<file path="config.mk">
export PLATFORM = sky130hd
export DESIGN_NAME = scocd_decoder
export DESIGN_NICKNAME = d
export VERILOG_FILES = /design/src/verilog/scocd_pkg.sv /design/src/verilog/scocd_decoder.sv /design/src/verilog/scocd_mul.sv
export SDC_FILE = /design/constraint.sdc
export NUM_CORES = 1
export LEC_CHECK = 0
export ABC_AREA = 0
export BUFFER_PORTS_ARGS = -buffer_cell sky130_fd_sc_hd__buf_4
export CAP_MARGIN = 20
export CORE_UTILIZATION = 60
export CTS_BUF_LIST = sky130_fd_sc_hd__clkbuf_8
export DETAILED_ROUTE_END_ITERATION = 10
export MAX_ROUTING_LAYER = met4
export PLACE_DENSITY = 0.89
export SETUP_SLACK_MARGIN = 0.05
export SYNTH_ARGS = -nofsm -noshare
export SYNTH_HDL_FRONTEND = slang
export SYNTH_HIERARCHICAL = 1
export SYNTH_SLANG_ARGS = --single-unit
</file>
<file path="constraint.sdc">
create_clock -name clk -period 6.1 [get_ports clk]
set_input_delay 0.305 -clock clk [delete_from_list [all_inputs] [get_ports clk]]
set_output_delay 0.305 -clock clk [all_outputs]
set_load 0.02 [all_outputs]
</file>
<file path="src/verilog/scocd_pkg.sv">
// Functional notes
// - Command 51h configures one stream
// - Feature bit 7: add or remove
// - Feature bit 6: read or write direction
// - Add on valid identifier overwrites stored parameters
// - Aborted configure keeps old parameters
// - Abort when streaming unsupported
// - Abort removal of never-configured identifier
// - Default limit is previous feature times units
// - Zero limit later uses stored default
// - Limit runs from command write to completion
// - Limit below minimum raised to minimum
// - Command B1h is overlay, feature selects
// - C0h restore C1h freeze C2h identify C3h set
// - Restore cancels overlay set changes
// - Overlay violation reports reason, word, bit
// - Freeze lock aborts later overlay commands
package scocd_pkg;
  localparam logic [7:0] CMD_CONFIG_STREAM = 8'h51;
  localparam logic [7:0] CMD_OVERLAY = 8'hB1;
  localparam logic [7:0] OVL_RESTORE = 8'hC0;
  localparam logic [7:0] OVL_FREEZE = 8'hC1;
  localparam logic [7:0] OVL_IDENTIFY = 8'hC2;
  localparam logic [7:0] OVL_SET = 8'hC3;
  localparam int ADD_BIT = 7;
  localparam int DIR_BIT = 6;
  localparam int ID_MSB = 2;
  localparam int NUM_STREAMS = 8;
  localparam int ERR_ABORT_BIT = 2;
  localparam int ST_ERR_BIT = 0;
  localparam int ST_DSC_BIT = 4;
  localparam int ST_RDY_BIT = 6;
  localparam int ST_BSY_BIT = 7;
  localparam int ST_DRQ_BIT = 3;
  localparam logic [7:0] STATUS_RESET = 8'h50;
  localparam logic [7:0] ERROR_RESET = 8'h00;
  localparam logic [15:0] UNIT_US_RESET = 16'h0001;
  localparam logic [23:0] MIN_COMPLETION_TIME_LIMIT_US = 24'h0003E8;
  localparam logic [15:0] CAP_RESET = 16'hFFFF;
  localparam logic [7:0] REASON_SET_REFUSED = 8'h01;
  localparam logic [7:0] REASON_FROZEN = 8'h02;
  typedef enum logic [1:0] {
    SCOCD_IDLE = 2'b00,
    SCOCD_EXEC = 2'b01,
    SCOCD_DONE = 2'b11
  } scocd_state_type;
endpackage : scocd_pkg

</file>
<file path="src/verilog/scocd_decoder.sv">
`timescale 1ns/1ns
`default_nettype none
module scocd_decoder (
  input wire logic clk,
  input wire logic rst,
  input wire logic cmd_we,
  input wire logic [7:0] command_code,
  input wire logic [7:0] feature_cur,
  input wire logic [7:0] feature_prev,
  input wire logic [7:0] count_cur,
  input wire logic [7:0] count_prev,
  input wire logic stream_supported,
  input wire logic [15:0] unit_us,
  input wire logic power_on_clear,
  input wire logic set_violation,
  input wire logic [7:0] set_word,
  input wire logic [7:0] set_bit,
  input wire logic [2:0] query_id,
  output logic [7:0] error_flags,
  output logic [7:0] status_flags,
  output logic [7:0] transfer_count,
  output logic [7:0] address_mid_byte,
  output logic [7:0] address_high_byte,
  output logic cmd_done,
  output logic overlay_frozen,
  output logic overlay_restore,
  output logic overlay_identify,
  output logic overlay_set,
  output logic [7:0] stream_valid,
  output logic query_dir,
  output logic [23:0] query_completion_time_limit,
  output logic [15:0] query_alloc
);
  import scocd_pkg::*;

  // ---------------------------------------------------------------
  // Command latch and decode
  // ---------------------------------------------------------------
  scocd_state_type state_q, state_d;
  logic [7:0] cmd_q, feat_q, featp_q, cnt_q, cntp_q;
  wire is_stream = cmd_q == CMD_CONFIG_STREAM;
  wire is_overlay = cmd_q == CMD_OVERLAY;
  wire req_add = feat_q[ADD_BIT];
  wire req_dir = feat_q[DIR_BIT];
  wire [2:0] req_id = feat_q[ID_MSB:0];
  wire [15:0] req_alloc = {cntp_q, cnt_q};
  wire ovl_restore = feat_q == OVL_RESTORE;
  wire ovl_freeze = feat_q == OVL_FREEZE;
  wire ovl_ident = feat_q == OVL_IDENTIFY;
  wire ovl_set = feat_q == OVL_SET;
  wire ovl_reserved = !(ovl_restore || ovl_freeze || ovl_ident || ovl_set);
  logic frozen_q;
  logic [7:0] valid_q;
  wire id_valid = valid_q[req_id];

  // ---------------------------------------------------------------
  // Abort decisions
  // ---------------------------------------------------------------
  wire stream_abort = !stream_supported
    || (!req_add && !id_valid);
  wire ovl_frozen_abort = frozen_q;
  wire ovl_set_abort = ovl_set && set_violation && !frozen_q;
  wire overlay_abort = ovl_reserved || ovl_frozen_abort || ovl_set_abort;
  wire other_cmd = !is_stream && !is_overlay;
  wire abort_now = (is_stream && stream_abort) || (is_overlay && overlay_abort) || other_cmd;
  wire exec = state_q == SCOCD_EXEC;
  wire take = cmd_we && state_q == SCOCD_IDLE;
  wire stream_commit = exec && is_stream && !stream_abort;
  wire overlay_ok = exec && is_overlay && !overlay_abort;

  // ---------------------------------------------------------------
  // Default completion limit with floor
  // ---------------------------------------------------------------
  logic [23:0] product;
  scocd_mul u_mul (
    .clk(clk),
    .rst(rst),
    // Multiply the bus byte on the take edge so the product is ready at the table write
    .factor(take ? feature_prev : featp_q),
    .unit_us(unit_us),
    .product(product)
  );
  wire [23:0] completion_time_limit_floor = product < MIN_COMPLETION_TIME_LIMIT_US ? MIN_COMPLETION_TIME_LIMIT_US : product;

  // ---------------------------------------------------------------
  // Sequencer
  // ---------------------------------------------------------------
  always_comb begin
    state_d = state_q;
    unique case (state_q)
      SCOCD_IDLE: begin
        if (cmd_we) begin
          state_d = SCOCD_EXEC;
        end
      end
      SCOCD_EXEC: begin
        state_d = SCOCD_DONE;
      end
      SCOCD_DONE: begin
        state_d = SCOCD_IDLE;
      end
      default: begin
        state_d = SCOCD_IDLE;
      end
    endcase
  end

  always_ff @(posedge clk) begin
    if (rst) begin
      state_q <= SCOCD_IDLE;
    end else begin
      state_q <= state_d;
    end
  end

  // Latch the task file when the command register is written
  always_ff @(posedge clk) begin
    if (rst) begin
      cmd_q <= 8'h00;
      feat_q <= 8'h00;
      featp_q <= 8'h00;
      cnt_q <= 8'h00;
      cntp_q <= 8'h00;
    end else if (cmd_we && state_q == SCOCD_IDLE) begin
      cmd_q <= command_code;
      feat_q <= feature_cur;
      featp_q <= feature_prev;
      cnt_q <= count_cur;
      cntp_q <= count_prev;
    end
  end

  // ---------------------------------------------------------------
  // Stream table
  // ---------------------------------------------------------------
  logic [NUM_STREAMS-1:0] dir_q;
  logic [23:0] completion_time_limit_q [NUM_STREAMS];
  logic [15:0] alloc_q [NUM_STREAMS];
  genvar g;
  generate
    for (g = 0; g < NUM_STREAMS; g++) begin : g_stream
      wire hit = stream_commit && req_id == 3'(g);
      always_ff @(posedge clk) begin
        if (rst) begin
          valid_q[g] <= 1'b0;
          dir_q[g] <= 1'b0;
          completion_time_limit_q[g] <= MIN_COMPLETION_TIME_LIMIT_US;
          alloc_q[g] <= 16'h0000;
        end else if (hit && req_add) begin
          valid_q[g] <= 1'b1;
          dir_q[g] <= req_dir;
          completion_time_limit_q[g] <= completion_time_limit_floor;
          alloc_q[g] <= req_alloc;
        end else if (hit) begin
          valid_q[g] <= 1'b0;
        end
      end
    end
  endgenerate

  // Default applied by the stream engine when a command carries a zero limit,
  // timed from command write to final completion
  always_ff @(posedge clk) begin
    if (rst) begin
      query_dir <= 1'b0;
      query_completion_time_limit <= 24'h000000;
      query_alloc <= 16'h0000;
      stream_valid <= 8'h00;
    end else begin
      query_dir <= dir_q[query_id];
      query_completion_time_limit <= completion_time_limit_q[query_id];
      query_alloc <= alloc_q[query_id];
      stream_valid <= valid_q;
    end
  end

  // ---------------------------------------------------------------
  // Overlay state; freeze survives rst, cleared only at power-on
  // ---------------------------------------------------------------
  always_ff @(posedge clk) begin
    if (power_on_clear) begin
      frozen_q <= 1'b0;
    end else if (overlay_ok && ovl_freeze) begin
      frozen_q <= 1'b1;
    end
  end

  // Lock indication follows the lock itself, so it holds through rst
  always_ff @(posedge clk) begin
    overlay_frozen <= frozen_q;
  end

  always_ff @(posedge clk) begin
    if (rst) begin
      overlay_restore <= 1'b0;
      overlay_identify <= 1'b0;
      overlay_set <= 1'b0;
    end else begin
      overlay_restore <= overlay_ok && ovl_restore;
      overlay_identify <= overlay_ok && ovl_ident;
      overlay_set <= overlay_ok && ovl_set;
    end
  end

  // ---------------------------------------------------------------
  // Error, status and returned registers
  // ---------------------------------------------------------------
  always_ff @(posedge clk) begin
    if (rst) begin
      error_flags <= ERROR_RESET;
      status_flags <= STATUS_RESET;
      transfer_count <= 8'h00;
      address_mid_byte <= 8'h00;
      address_high_byte <= 8'h00;
      cmd_done <= 1'b0;
    end else begin
      cmd_done <= 1'b0;
      if (cmd_we && state_q == SCOCD_IDLE) begin
        status_flags <= 8'h00;
        status_flags[ST_BSY_BIT] <= 1'b1;
      end else if (exec) begin
        cmd_done <= 1'b1;
        error_flags <= 8'h00;
        error_flags[ERR_ABORT_BIT] <= abort_now;
        status_flags <= 8'h00;
        status_flags[ST_RDY_BIT] <= 1'b1;
        status_flags[ST_DSC_BIT] <= 1'b1;
        status_flags[ST_ERR_BIT] <= abort_now;
        status_flags[ST_DRQ_BIT] <= overlay_ok && (ovl_ident || ovl_set);
        if (is_overlay && ovl_frozen_abort && !ovl_reserved) begin
          transfer_count <= REASON_FROZEN;
          address_mid_byte <= 8'h00;
          address_high_byte <= 8'h00;
        end else if (ovl_set_abort && is_overlay) begin
          transfer_count <= REASON_SET_REFUSED;
          address_mid_byte <= set_bit;
          address_high_byte <= set_word;
        end
      end
    end
  end
endmodule // scocd_decoder
`default_nettype wire

</file>
<file path="src/verilog/scocd_mul.sv">
`timescale 1ns/1ns
`default_nettype none
// Registered product of the previous feature byte and the time unit
module scocd_mul (
  input wire logic clk,
  input wire logic rst,
  input wire logic [7:0] factor,
  input wire logic [15:0] unit_us,
  output logic [23:0] product
);
  always_ff @(posedge clk) begin
    if (rst) begin
      product <= 24'h000000;
    end else begin
      product <= 24'(factor) * 24'(unit_us);
    end
  end
endmodule // scocd_mul
`default_nettype wire

</file>
Word-level counts from Yosys, hierarchy flattened
Memory sizes are Yosys's and may differ from the RTL's. A register that Yosys moved wholly into a read port is not among the register bits.
Index checks and enable logic that the tools add are counted.
{ "word_totals": {"out_inout_bits": 94, "in_bits": 81, "reg_bits": 127, "mem_count": 2, "ram_bits": 320} }
{ "memory_table": {"columns": ["memory", "words", "width", "read_ports", "rd_clocked_by_memory_dff", "wr", "line", "rtl"], "rows": [
  ["completion_time_limit_q", 8, 24, 1, 1, 8, "scocd_decoder.sv:137", "logic [23:0] completion_time_limit_q [NUM_STREAMS];"],
  ["alloc_q", 8, 16, 1, 1, 8, "scocd_decoder.sv:138", "logic [15:0] alloc_q [NUM_STREAMS];"]
]} }
{ "op_classes": {"n_reduce_logical": 68, "mux": 75, "n_lt_le_gt_ge": 3, "multipliers": 1, "eq_ne": 15, "n_bitwise": 17} }
{ "ops": {"columns": ["cell", "count"], "rows": [
  ["$mux 24", 9],
  ["$mux 16", 8],
  ["$mux 8", 9],
  ["$mux 1", 45],
  ["$eq 8x8->1 const B", 5],
  ["$logic_and 1x1->1", 35],
  ["$lt 24x10->1 const B", 1],
  ["$mul 8x16->24", 1],
  ["$reduce_bool 2->1", 10],
  ["$or 1x1->1", 16],
  ["$eq 3x3->1 const B", 4],
  ["$logic_not 1->1", 9],
  ["$logic_or 1x1->1", 9],
  ["$eq 8x7->1 const B", 1],
  ["$lt 3x4->1 const B", 2],
  ["$bmux 1 s3", 2],
  ["$eq 3x2->1 const B", 2],
  ["$pmux 2 s2", 1],
  ["$eq 3x1->1 const B", 1],
  ["$logic_not 3->1", 1],
  ["$reduce_and 3->1", 1],
  ["$eq 2x1->1 const B", 1],
  ["$logic_not 2->1", 1],
  ["$mux 2", 1],
  ["other kinds (4)", 4]
]} }

Longest topological paths before layout
Gate-level depths: netlist of the first run.
{ "depth": {"depth_word": 13, "depth_mapped": 21, "depth_no_buf": 18} }

Hierarchy
Netlist of the first run, hierarchy kept.
{ "modules_own_cells": {"columns": ["module", "seq_area_each_um2", "area_per_inst_um2", "cells_each", "n_inst"], "rows": [
  ["scocd_decoder", 12331.8, 19082.1, 1344, 1],
  ["scocd_mul", 480.5, 4762.1, 530, 1]
]} }

Worst setup path after synthesis of the first run
Ideal clock, no wire load.
{ "synth_path": {"kind": "register to register", "startpoint": "register state_q[1]", "endpoint": "register u_mul.product[20]", "setup_ps": 123, "path_slack_ps": 645, "stages_incl_launch_ff": 21, "period_less_slack_ps": 5455, "arrival_ps": 5332, "cell_sequence": "dfxtp_1 clkbuf_2 nor3b_2 buf_2 mux2_2 clkbuf_1 and2_1 fa_1 fa_1 fa_1 inv_1 fa_1 inv_1 ha_1 buf_6 a211oi_2 o21ai_1 a221oi_2 nand2_1 a31oi_1 mux2_1"} }
{ "synth_between": {"elab_chain_cells": 4} }
{ "synth_rtl": {"columns": ["item", "line", "rtl"], "rows": [
  ["from (decl)", "scocd_decoder.sv:39", "scocd_state_type state_q, state_d;"],
  ["from (signal assigned)", "scocd_decoder.sv:112", "state_q <= state_d;"],
  ["$logic_not 2->1", "scocd_decoder.sv:67", "wire take = cmd_we && state_q == SCOCD_IDLE;"],
  ["$logic_and 1x1->1", "scocd_decoder.sv:67", null],
  ["$mux 8", null, null],
  ["$mul 8x16->24", "scocd_mul.sv:15", "product <= 24'(factor) * 24'(unit_us);"],
  ["to (signal assigned)", "scocd_mul.sv:15", null],
  ["to (decl)", "scocd_mul.sv:9", "output logic [23:0] product"]
]} }
No other way between the ends.
A chain may end at the register's enable or synchronous reset.

Final worst setup path of the first run
Same ends and word-level chain as after synthesis.

==> results of run 1 <==
## path summary, 6_finish.rpt
| check | end | depth (start not counted) | slack (ns) |
|---|---|---|---|
| hold / removal | cntp_q[7]$_SDFFE_PP0P_ | 3 | 0.02 |
| setup / recovery | u_mul/product[20]$_SDFF_PP0_ | 16 | 0.41 |
| hold reg to reg | overlay_frozen$_DFF_P_ | 0 | 0.43 |
| setup reg to reg | u_mul/product[20]$_SDFF_PP0_ | 16 | 0.41 |
## power groups by stage
stage                     clock network, mW  logic, mW  registers, mW
after floorplan                           0       1.14           3.79
after CTS                              2.67       1.54           3.78
final                                  2.67       1.57           3.79
after global routing                   2.83       1.73           3.80
after global placement                    0       1.45           3.82
after detailed placement                  0       1.51           3.85
## repair_timing
item                                    in CTS  in global routing
hold buffers                                49                  0
endpoints found under the setup margin       0                  0
hold endpoints to repair                    49                  0
## routing by layer
metal | up-vias | global-route usage [%] | wire [um]
li1 | 6944 | - | -
met1 | 7819 | 38.20 | 22330
met2 | 887 | 48.42 | 28860
met3 | 118 | 5.134 | 5390
met4 | 0 | 10.25 | 1411
met5 | - | - | 0
## logic make-up (layout without fill, tap and decap cells)
logic type	count (synthesis)	after routing	synth area share (%)
buffers and inverters	230	469	4.145
muxes	140	140	10.30
xor gates and xnor gates	9	9	0.3306
and+or+nand+nor	748	748	18.07
DFF	480	480	53.73
other	1	18	0.01573
adders and majority gates	128	128	9.361
AOI/OAI and AO/OA	138	138	4.051
## metrics by stage
step | util, % | instance area (um2) | hold slack, ns
after CTS | 70.19 | 27320 | 0.009528
after global routing | 70.28 | 27350 | 0.005611
after floorplan | - | 23900 | 0.3774
final | 70.28 | 27350 | 0.01677
after detailed placement | 65.11 | 25340 | 0.4116
after global placement | 65.11 | 25340 | 0.4063
## area by class of cell
type,instances,area [um2]
Antenna cell,2,5.005
Clock buffer,91,1252
Clock inverter,45,234.0
Fill cell,2510,11570
Inverter,106,397.9
Multi-Input combinational cell,1179,10150
Sequential cell,480,12810
Tap cell,518,648.1
Timing Repair Buffer,227,1847
## sequential cells by signal, summed over array words and instances, names as in the netlist, 4 cells and up
name                         cells
completion_time_limit_q        192
alloc_q                        128
query_completion_time_limit     24
u_mul/product                   24
query_alloc                     16
address_high_byte                8
address_mid_byte                 8
cmd_q                            8
cnt_q                            8
cntp_q                           8
dir_q                            8
feat_q                           8
featp_q                          8
stream_valid                     8
valid_q                          8
status_flags                     4
## worst max-delay path: cells and delay by family (launching register included)
| kind | cells | cell delay (ns) |
|---|---|---|
| adders and majority gates | 5 | 2.39 |
| AOI/OAI and AO/OA | 4 | 0.99 |
| buffers and inverters | 2 | 0.10 |
| muxes | 2 | 0.87 |
| and+or+nand+nor | 3 | 0.82 |
| DFF | 1 | 0.41 |
## placed cells by master (no fill, tap or decap), types with 15 or more instances in the layout
| cell | n |
|---|---|
| dfxtp_1 | 160 |
| buf_4 | 177 |
| and3_1 | 38 |
| inv_1 | 145 |
| mux4_2 | 83 |
| ha_1 | 44 |
| a22o_1 | 17 |
| fa_1 | 84 |
| dlygate4sd3_1 | 49 |
| conb_1 | 16 |
| and2_1 | 355 |
| o21ai_0 | 15 |
| nand3b_1 | 30 |
| nand2_1 | 111 |
| mux2i_1 | 45 |
| edfxtp_1 | 320 |
| a21oi_1 | 48 |
| nor2_1 | 91 |
| or3_1 | 19 |
| clkbuf_8 | 91 |
==> results.py, run 1 <==
metrics = {
    "cells_and_area": {
        "stdcell_count": 2648,
        "drive_above_1_share_pct": 18.98,
        "area_growth_pct": 14.70,
        "layout.nets": 2278,
    },
    "logic_synthesis": {
        "ys_ff_latch": 480,
        "synth-warning-count": 6,
        "synth_edf_count": 320,
        "synth_common_cells": "and2_1 (355), edfxtp_1 (320), dfxtp_1 (160), nand2_1 (119), inv_1 (106)",
        "synth_top_area_share_pct": 40.30,
        "synthMostInstantiatedCell": "and2_1",
        "synth.distinct_cells": 79,
        "syn_inst": 1874,
        "yosysTopAreaCell": "edfxtp_1",
        "yosysSeqAreaShare_pct": 53.73,
        "syn_area_um2": 23840,
        "synthFlopType": "edfxtp_1",
        "post_synth.cell_area_avg_um2": 12.72,
        "async_flop_share_pct": 0,
        "synth_area_leaders": "edfxtp_1 (40%), dfxtp_1 (13%), and2_1 (9.3%)",
    },
    "route": {
        "drcViolationCount": 0,
        "drt-total-wl_mm": 57.99,
        "drtPass1Iterations": 5,
        "drtIter0Drc": 1371,
        "num_vias": 15770,
        "drt-wirelength-per-cell_um": 21.90,
        "ant_nets": 0,
        "viasPerCell": 5.955,
    },
    "global_route": {
        "antenna_found_initial": 2,
        "grt_max_degree": 69,
        "gr-usage-all-layers_pct": 29.86,
        "gr-total-overflow": 0,
        "grt_pass1_wl_mm": 90.33,
        "grt_pass1_vias": 16400,
    },
    "cts": {
        "cts_buffer_depth": 3,
        "cts_made_buffers": 75,
        "cts_resized": 0,
        "htree_levels": 3,
        "cts_setup_buffers": 0,
        "clock_sinks": 480,
        "clockRootBuffer": "clkbuf_8",
        "path_clk_slew_ns": 0.06,
        "clkLatencyLatePin_ns": 0.63,
        "cts_tree": "done",
    },
    "timing": {
        "slew_headroom_pct": 30.32,
        "fin_ws_ns": 0.4140,
        "finalSetupViolations": 0,
        "rsz0062_at_grt": "no",
        "clock.fmax_ghz": 0.1759,
        "finalHoldViolCount": 0,
        "layout_min_cycle_time_ns": 5.686,
        "finalClockSkew_ns": 0.04087,
        "fin_crit_sh_pct": 93.21,
        "fin_tns_setup_ns": 0,
        "tightest_slew_ns": 1.043,
        "drv_slew": 0,
    },
    "pwr": {
        "power_switching_mw": 2.322,
        "power_mw": 8.022,
        "power.density_nw_per_um2": 293.3,
        "leakagePower_nw": 11.14,
        "power_frac_seq_pct": 47.2,
        "peakVddDrop_uv": 200.2,
        "combPwrFrac_pct": 19.6,
        "intPower_mw": 5.700,
        "power_frac_clock_pct": 33.2,
        "swShare_pct": 28.95,
    },
    "place": {
        "place.gp.congestion": 0.8686,
        "dp_hpwl_mm": 33.33,
        "place_ws_ns": 0.5016,
        "dp_cells": 2460,
        "port_buffers": 158,
    },
    "hold_path": {
        "hold_path_startpoint": "count_prev[7]",
        "hp-class": "primary input to flip-flop",
    },
    "floorplanning": {
        "floorplan.die_area_um2": 40540,
        "start_util_pct": 61.27,
        "rows": 72,
        "io_pins": 175,
        "core_area_um2": 38920,
        "dieWidth_um": 201.4,
        "die_h_um": 201.4,
    },
    "worst_setup_path": {
        "path_max_fanout": 17,
        "crit_start": "state_q[1]$_SDFFE_PP0P_",
        "cp.arrival_ns": 6.21,
        "reg2reg_from": "state_q[1]$_SDFFE_PP0P_",
        "crit_top_cell": "fa_1",
        "critical_path_class": "flip-flop to flip-flop",
        "crit_path_end_kind": "flip-flop",
        "crit_path_cell_trace": "nor3b_4 -> mux2_2 -> and2_1 -> fa_1 -> fa_1 -> fa_1 -> inv_1 -> fa_1 -> inv_1 -> ha_1 -> a211oi_2 -> o21ai_1 -> a221oi_2 -> nand2_1 -> a31oi_1 -> mux2_1",
        "cp-start-kind": "flip-flop",
        "cp_slowest_cell": "fa_1",
        "crit_required_ns": 6.62,
        "slowest_delay_ns": 0.53,
    },
    "run": {
        "cap_violations": 0,
    },
    "outcome": {
        "status": "finished clean",
    },
}
(Power assumes the default switching activity.)
==> run 2: changes to the inputs <==
Settings changed: CELL_PAD_IN_SITES_DETAIL_PLACEMENT set to 1, CELL_PAD_IN_SITES_GLOBAL_PLACEMENT set to 2, CORE_UTILIZATION 60 to 47, GPL_TIMING_DRIVEN set to 0, PLACE_DENSITY 0.89 to 0.95.
Clock period 6.1 ns to 6.7 ns, I/O delays scaled along.
==> results.py, run 2 (synthesized netlist as in run 1, its figures left out) <==
metrics = {
    "global_route": {
        "gr-usage-all-layers_pct": 28.96,
        "antenna_found_initial": 1,
        "gr-usage-met3_pct": 5.150,
        "grt_max_degree": 27,
        "grt_pass1_vias": 17870,
        "met2_usage_pct": 48.77,
        "gr-total-overflow": 0,
        "gr-usage-met1_pct": 34.57,
        "grt_pass1_wl_mm": 106.5,
        "busiest_layer": "met2",
    },
    "worst_setup_path": {
        "crit_path_end_kind": "flip-flop",
        "path_max_fanout": 10,
        "crit_path_cell_trace": "clkbuf_2 -> nor3b_4 -> buf_2 -> mux2_2 -> clkbuf_1 -> and2_1 -> fa_1 -> fa_1 -> fa_1 -> inv_1 -> fa_1 -> inv_1 -> ha_1 -> a21oi_2 -> nor2_1 -> a211oi_2 -> a21bo_2 -> a311oi_2 -> mux2_2",
        "cp_top_family": "adder cells",
        "crit_top_cell": "fa_1",
        "cp_num_buf_inv": 5,
        "slowest_delay_ns": 0.55,
        "cp-start-kind": "flip-flop",
        "critical_path_class": "flip-flop to flip-flop",
        "crit_required_ns": 7.27,
        "cp.arrival_ns": 6.87,
        "cp_slowest_cell": "fa_1",
    },
    "timing": {
        "fin_tns_setup_ns": 0,
        "slew_headroom_pct": 23.65,
        "layout_min_cycle_time_ns": 6.306,
        "finalClockSkew_ns": 0.04367,
        "finalSetupViolations": 0,
        "rsz0062_at_grt": "no",
        "fin_crit_sh_pct": 94.12,
        "hold-worst-slack_ns": 0.06585,
        "drv_slew": 0,
        "clock.fmax_ghz": 0.1586,
        "tightest_slew_ns": 1.145,
        "finalHoldViolCount": 0,
    },
    "pwr": {
        "power.density_nw_per_um2": 267.5,
        "leakagePower_nw": 11.44,
        "peakVddDrop_uv": 172.9,
    },
    "floorplanning": {
        "rows": 82,
        "die_h_um": 227.2,
        "start_util_pct": 47.62,
        "core_area_um2": 50070,
        "io_pins": 175,
        "dieWidth_um": 227.2,
        "floorplan.die_area_um2": 51640,
    },
    "route": {
        "drtPass1Iterations": 5,
        "drcViolationCount": 0,
        "ant_nets": 0,
        "drtIter0Drc": 1454,
        "num_vias": 16590,
        "drt-total-wl_mm": 72.01,
        "viasPerCell": 5.678,
        "drt-wirelength-per-cell_um": 24.65,
    },
    "cts": {
        "cts_made_buffers": 79,
        "clock_sinks": 480,
        "htree_levels": 3,
        "clkLatencyLatePin_ns": 0.69,
        "cts_tree": "done",
        "path_clk_slew_ns": 0.07,
        "clockRootBuffer": "clkbuf_8",
        "cts_buffer_depth": 3,
    },
    "cells_and_area": {
        "layout.nets": 2393,
        "final_cell_mix": "and2_1 (355), edfxtp_1 (320), buf_4 (175), dfxtp_1 (160), inv_1 (138)",
        "largestRegisters": "completion_time_limit_q (192), alloc_q (128)",
        "area_growth_pct": 17.98,
        "drive_above_1_share_pct": 19.57,
        "fill_cells": 5198,
        "largest_register_ffs": 192,
        "stdcell_count": 2921,
        "final_common_cell": "and2_1",
        "top_register": "completion_time_limit_q",
    },
    "place": {
        "place.gp.congestion": 0.8429,
        "port_buffers": 155,
        "dp_hpwl_mm": 49.38,
        "dp_cells": 2724,
    },
    "run": {
        "cap_violations": 0,
    },
    "outcome": {
        "status": "finished clean",
    },
    "hold_path": {
        "hp-class": "primary input to flip-flop",
    },
}
[run 2: changes by cell type in the layout (fill, tap and decap cells not counted), sizes merged]
| cell | previous run | this run |
|---|---|---|
| dlygate4sd3 | 49 | 50 |
| inv | 145 | 143 |
| clkbuf | 91 | 156 |
| clkinv | 2 | 18 |
| buf | 178 | 218 |
| diode | 2 | 1 |
[run 2: worst reg2reg max path, stage by stage (launching register included)]
cell	delay [ns]
dfxtp_1	0.30
clkbuf_2	0.19
nor3b_4	0.40
buf_2	0.43
mux2_2	0.49
clkbuf_1	0.28
and2_1	0.24
fa_1	0.55
fa_1	0.44
fa_1	0.49
inv_1	0.05
fa_1	0.50
inv_1	0.05
ha_1	0.39
a21oi_2	0.18
nor2_1	0.06
a211oi_2	0.24
a21bo_2	0.31
a311oi_2	0.29
mux2_2	0.36
[run 2: path summary, 6_finish.rpt]
kind	from	to	slack [ns]	cells past startpoint
worst max-delay path	state_q[1]$_SDFFE_PP0P_	u_mul/product[17]$_SDFF_PP0_	0.39	19
worst min-delay path	unit_us[0]	u_mul/product[0]$_SDFF_PP0_	0.07	3
worst max register to register	state_q[1]$_SDFFE_PP0P_	u_mul/product[17]$_SDFF_PP0_	0.39	19
worst min register to register	frozen_q$_SDFFE_PP0P_	overlay_frozen$_DFF_P_	0.44	0
[run 2: layer usage]
| metal | up-vias | wire, um |
|---|---|---|
| met1 | 8408 | 27330 |
| met3 | 186 | 5743 |
| met2 | 803 | 36490 |
| li1 | 7189 | - |
| met5 | - | 0 |
| met4 | 0 | 2448 |
[run 2: stage by stage]
| stage | util, % | instance area, um2 | worst slack (ns) | power [mW] |
|---|---|---|---|---|
| 3_5_place_dp | 52.10 | 26090 | 0.2742 | 5.021 |
| 5_1_grt | 56.18 | 28130 | 0.09151 | 7.825 |
| 6_report | 56.18 | 28130 | 0.3941 | 7.524 |
| 2_1_floorplan | - | 23900 | 1.245 | 4.489 |
| 3_3_place_gp | 51.74 | 25900 | 0.3140 | 4.947 |
| 4_1_cts | 56.14 | 28110 | 0.2712 | 7.527 |
[run 2: repair_timing]
| action | in CTS | in global routing |
|---|---|---|
| hold buffers | 50 | 0 |
| endpoints found under the hold margin | 50 | 0 |
| setup buffers | 0 | 0 |
| gates resized for setup | 0 | 1 |
| setup endpoints to repair | 0 | 1 |
[run 2: report_power, final]
group	internal [mW]	leakage, nW	switching, mW
sequential	3.29	4.45	0.156
combinational	0.637	6.10	0.928
clock	1.28	0.891	1.24
[run 2: cell type report]
class | instances | area (um2) | share of cell area [%]
Antenna cell | 1 | 2.502 | 0.008896
Clock buffer | 86 | 1184 | 4.208
Multi-Input combinational cell | 1179 | 10130 | 36.00
Buffer | 124 | 590.6 | 2.099
Clock inverter | 59 | 337.8 | 1.201
Tap cell | 672 | 840.8 | 2.989
Sequential cell | 480 | 12810 | 45.55
Inverter | 106 | 397.9 | 1.414
Timing Repair Buffer | 214 | 1839 | 6.538
==> run 3: changes to the inputs <==
Settings changed: CORE_ASPECT_RATIO set to 1.1.
==> results.py, run 3 (synthesized netlist as in run 1, its figures left out) <==
metrics = {
    "worst_setup_path": {
        "rrSetupSlack_ns": 0.41,
        "cp_slowest_cell": "fa_1",
        "crit_required_ns": 7.23,
        "crit_top_cell": "fa_1",
        "cp-start-kind": "flip-flop",
        "slowest_delay_ns": 0.53,
        "path_max_fanout": 10,
        "crit_path_cell_trace": "clkbuf_2 -> nor3b_4 -> buf_2 -> mux2_2 -> clkbuf_1 -> and2_1 -> fa_1 -> fa_1 -> fa_1 -> inv_1 -> fa_1 -> inv_1 -> ha_1 -> a21oi_2 -> nor2_1 -> a211oi_2 -> a21bo_2 -> a311oi_2 -> mux2_2",
        "crit_path_end_kind": "flip-flop",
        "critical_path_class": "flip-flop to flip-flop",
        "cp.arrival_ns": 6.81,
        "reg2reg_depth": 19,
    },
    "pwr": {
        "leakagePower_nw": 11.42,
        "peakVddDrop_uv": 150.5,
        "power_mw": 7.481,
        "power.density_nw_per_um2": 266.5,
    },
    "route": {
        "drtPass1Iterations": 5,
        "viasPerCell": 5.679,
        "drt-total-wl_mm": 72.33,
        "num_vias": 16490,
        "drcViolationCount": 0,
        "drtIter0Drc": 1208,
        "ant_nets": 0,
        "drt-wirelength-per-cell_um": 24.91,
    },
    "timing": {
        "clock.fmax_ghz": 0.1591,
        "fin_tns_setup_ns": 0,
        "finalSetupViolations": 0,
        "layout_min_cycle_time_ns": 6.286,
        "rsz0062_at_grt": "no",
        "drv_slew": 0,
        "slew_headroom_pct": 17.06,
        "finalClockSkew_ns": 0.04382,
        "hold-worst-slack_ns": 0.06222,
        "fin_crit_sh_pct": 93.82,
        "finalHoldViolCount": 0,
        "tightest_slew_ns": 1.244,
    },
    "cells_and_area": {
        "final_util_pct": 55.99,
        "multi_input_area_um2": 10130,
        "final_common_cell": "and2_1",
        "fill_cells": 5204,
        "largest_register_ffs": 192,
        "seq_area_um2": 12810,
        "top_register": "completion_time_limit_q",
        "layout.nets": 2391,
        "final_cell_mix": "and2_1 (355), edfxtp_1 (320), buf_4 (175), dfxtp_1 (160), inv_1 (139)",
        "largestRegisters": "completion_time_limit_q (192), alloc_q (128)",
        "drive_above_1_share_pct": 19.58,
        "area_growth_pct": 17.74,
    },
    "global_route": {
        "gr-total-overflow": 0,
        "grt_max_degree": 27,
        "grt_pass1_wl_mm": 109.1,
        "gr-usage-all-layers_pct": 29.31,
        "antenna_found_initial": 2,
        "grt_pass1_vias": 18070,
    },
    "hold_path": {
        "whs_path_depth": 3,
        "hp-class": "primary input to flip-flop",
    },
    "outcome": {
        "status": "finished clean",
    },
    "cts": {
        "cts_setup_buffers": 0,
        "cts_tree": "done",
        "cts_buffer_depth": 3,
        "clock_sinks": 480,
        "htree_levels": 3,
        "clockRootBuffer": "clkbuf_8",
        "cts_made_buffers": 78,
        "clkLatencyLatePin_ns": 0.67,
        "path_clk_slew_ns": 0.06,
    },
    "floorplanning": {
        "floorplan.die_area_um2": 51640,
        "rows": 86,
        "dieWidth_um": 216.8,
        "start_util_pct": 47.55,
        "core_area_um2": 50140,
        "io_pins": 175,
        "die_h_um": 238.2,
    },
    "place": {
        "place.gp.congestion": 0.8688,
        "dp_hpwl_mm": 48.55,
        "port_buffers": 155,
    },
    "run": {
        "cap_violations": 0,
    },
}
==> run 3: where the power goes <==
part	internal (mW)	switching, mW	leakage (nW)	total, mW
registers	3.29	0.170	4.45	3.46
clock network	1.28	1.23	0.880	2.51
logic	0.631	0.881	6.09	1.51
==> run 3: layout make-up <==
cell class,count,area share [%]
Multi-Input combinational cell,1179,36.07
Tap cell,660,2.942
Clock buffer,88,4.314
Buffer,124,2.104
Antenna cell,2,0.01783
Timing Repair Buffer,213,6.498
Clock inverter,52,0.9984
Sequential cell,480,45.64
Inverter,106,1.417
==> run 3: layer usage <==
layer / vias up / routed length [um] / track usage [%]
met5: - / 0 / -
met4: 0 / 3354 / 13.66
met3: 229 / 5261 / 5.838
met2: 760 / 37350 / 50.41
met1: 8332 / 26370 / 32.76
li1: 7170 / - / -
==> run 3: metrics by stage <==
| step | cells | instance area (um2) | setup WS (ns) |
|---|---|---|---|
| 3_3_place_gp | 2704 | 25890 | 0.4389 |
| 4_1_cts | 2902 | 28060 | 0.2874 |
| 6_report | 2904 | 28070 | 0.4138 |
| 2_1_floorplan | 1889 | 23900 | 1.245 |
| 5_1_grt | 2903 | 28070 | 0.1571 |
| 3_5_place_dp | 2712 | 26070 | 0.3301 |
==> run 3: worst paths after layout <==
kind,startpoint,to
worst max-delay path,state_q[1]$_SDFFE_PP0P_,u_mul/product[17]$_SDFF_PP0_
worst min-delay path,unit_us[0],u_mul/product[0]$_SDFF_PP0_
worst max register to register,state_q[1]$_SDFFE_PP0P_,u_mul/product[17]$_SDFF_PP0_
worst min register to register,frozen_q$_SDFFE_PP0P_,overlay_frozen$_DFF_P_
==> run 3: worst max-delay path, delay by kind of cell (launching register included) <==
family	cells	cell delay, ns
simple gates	3	0.71
compound gates	4	1.02
buf+inv	5	0.98
mux	2	0.84
fa+ha+maj	5	2.30
flops	1	0.29
==> run 3: timing repair <==
item / 4_1_cts / 5_1_grt
endpoints found under the hold margin: 50 / 0
setup endpoints to repair: 0 / 1
hold buffers: 50 / 0
resized for setup: 0 / 1
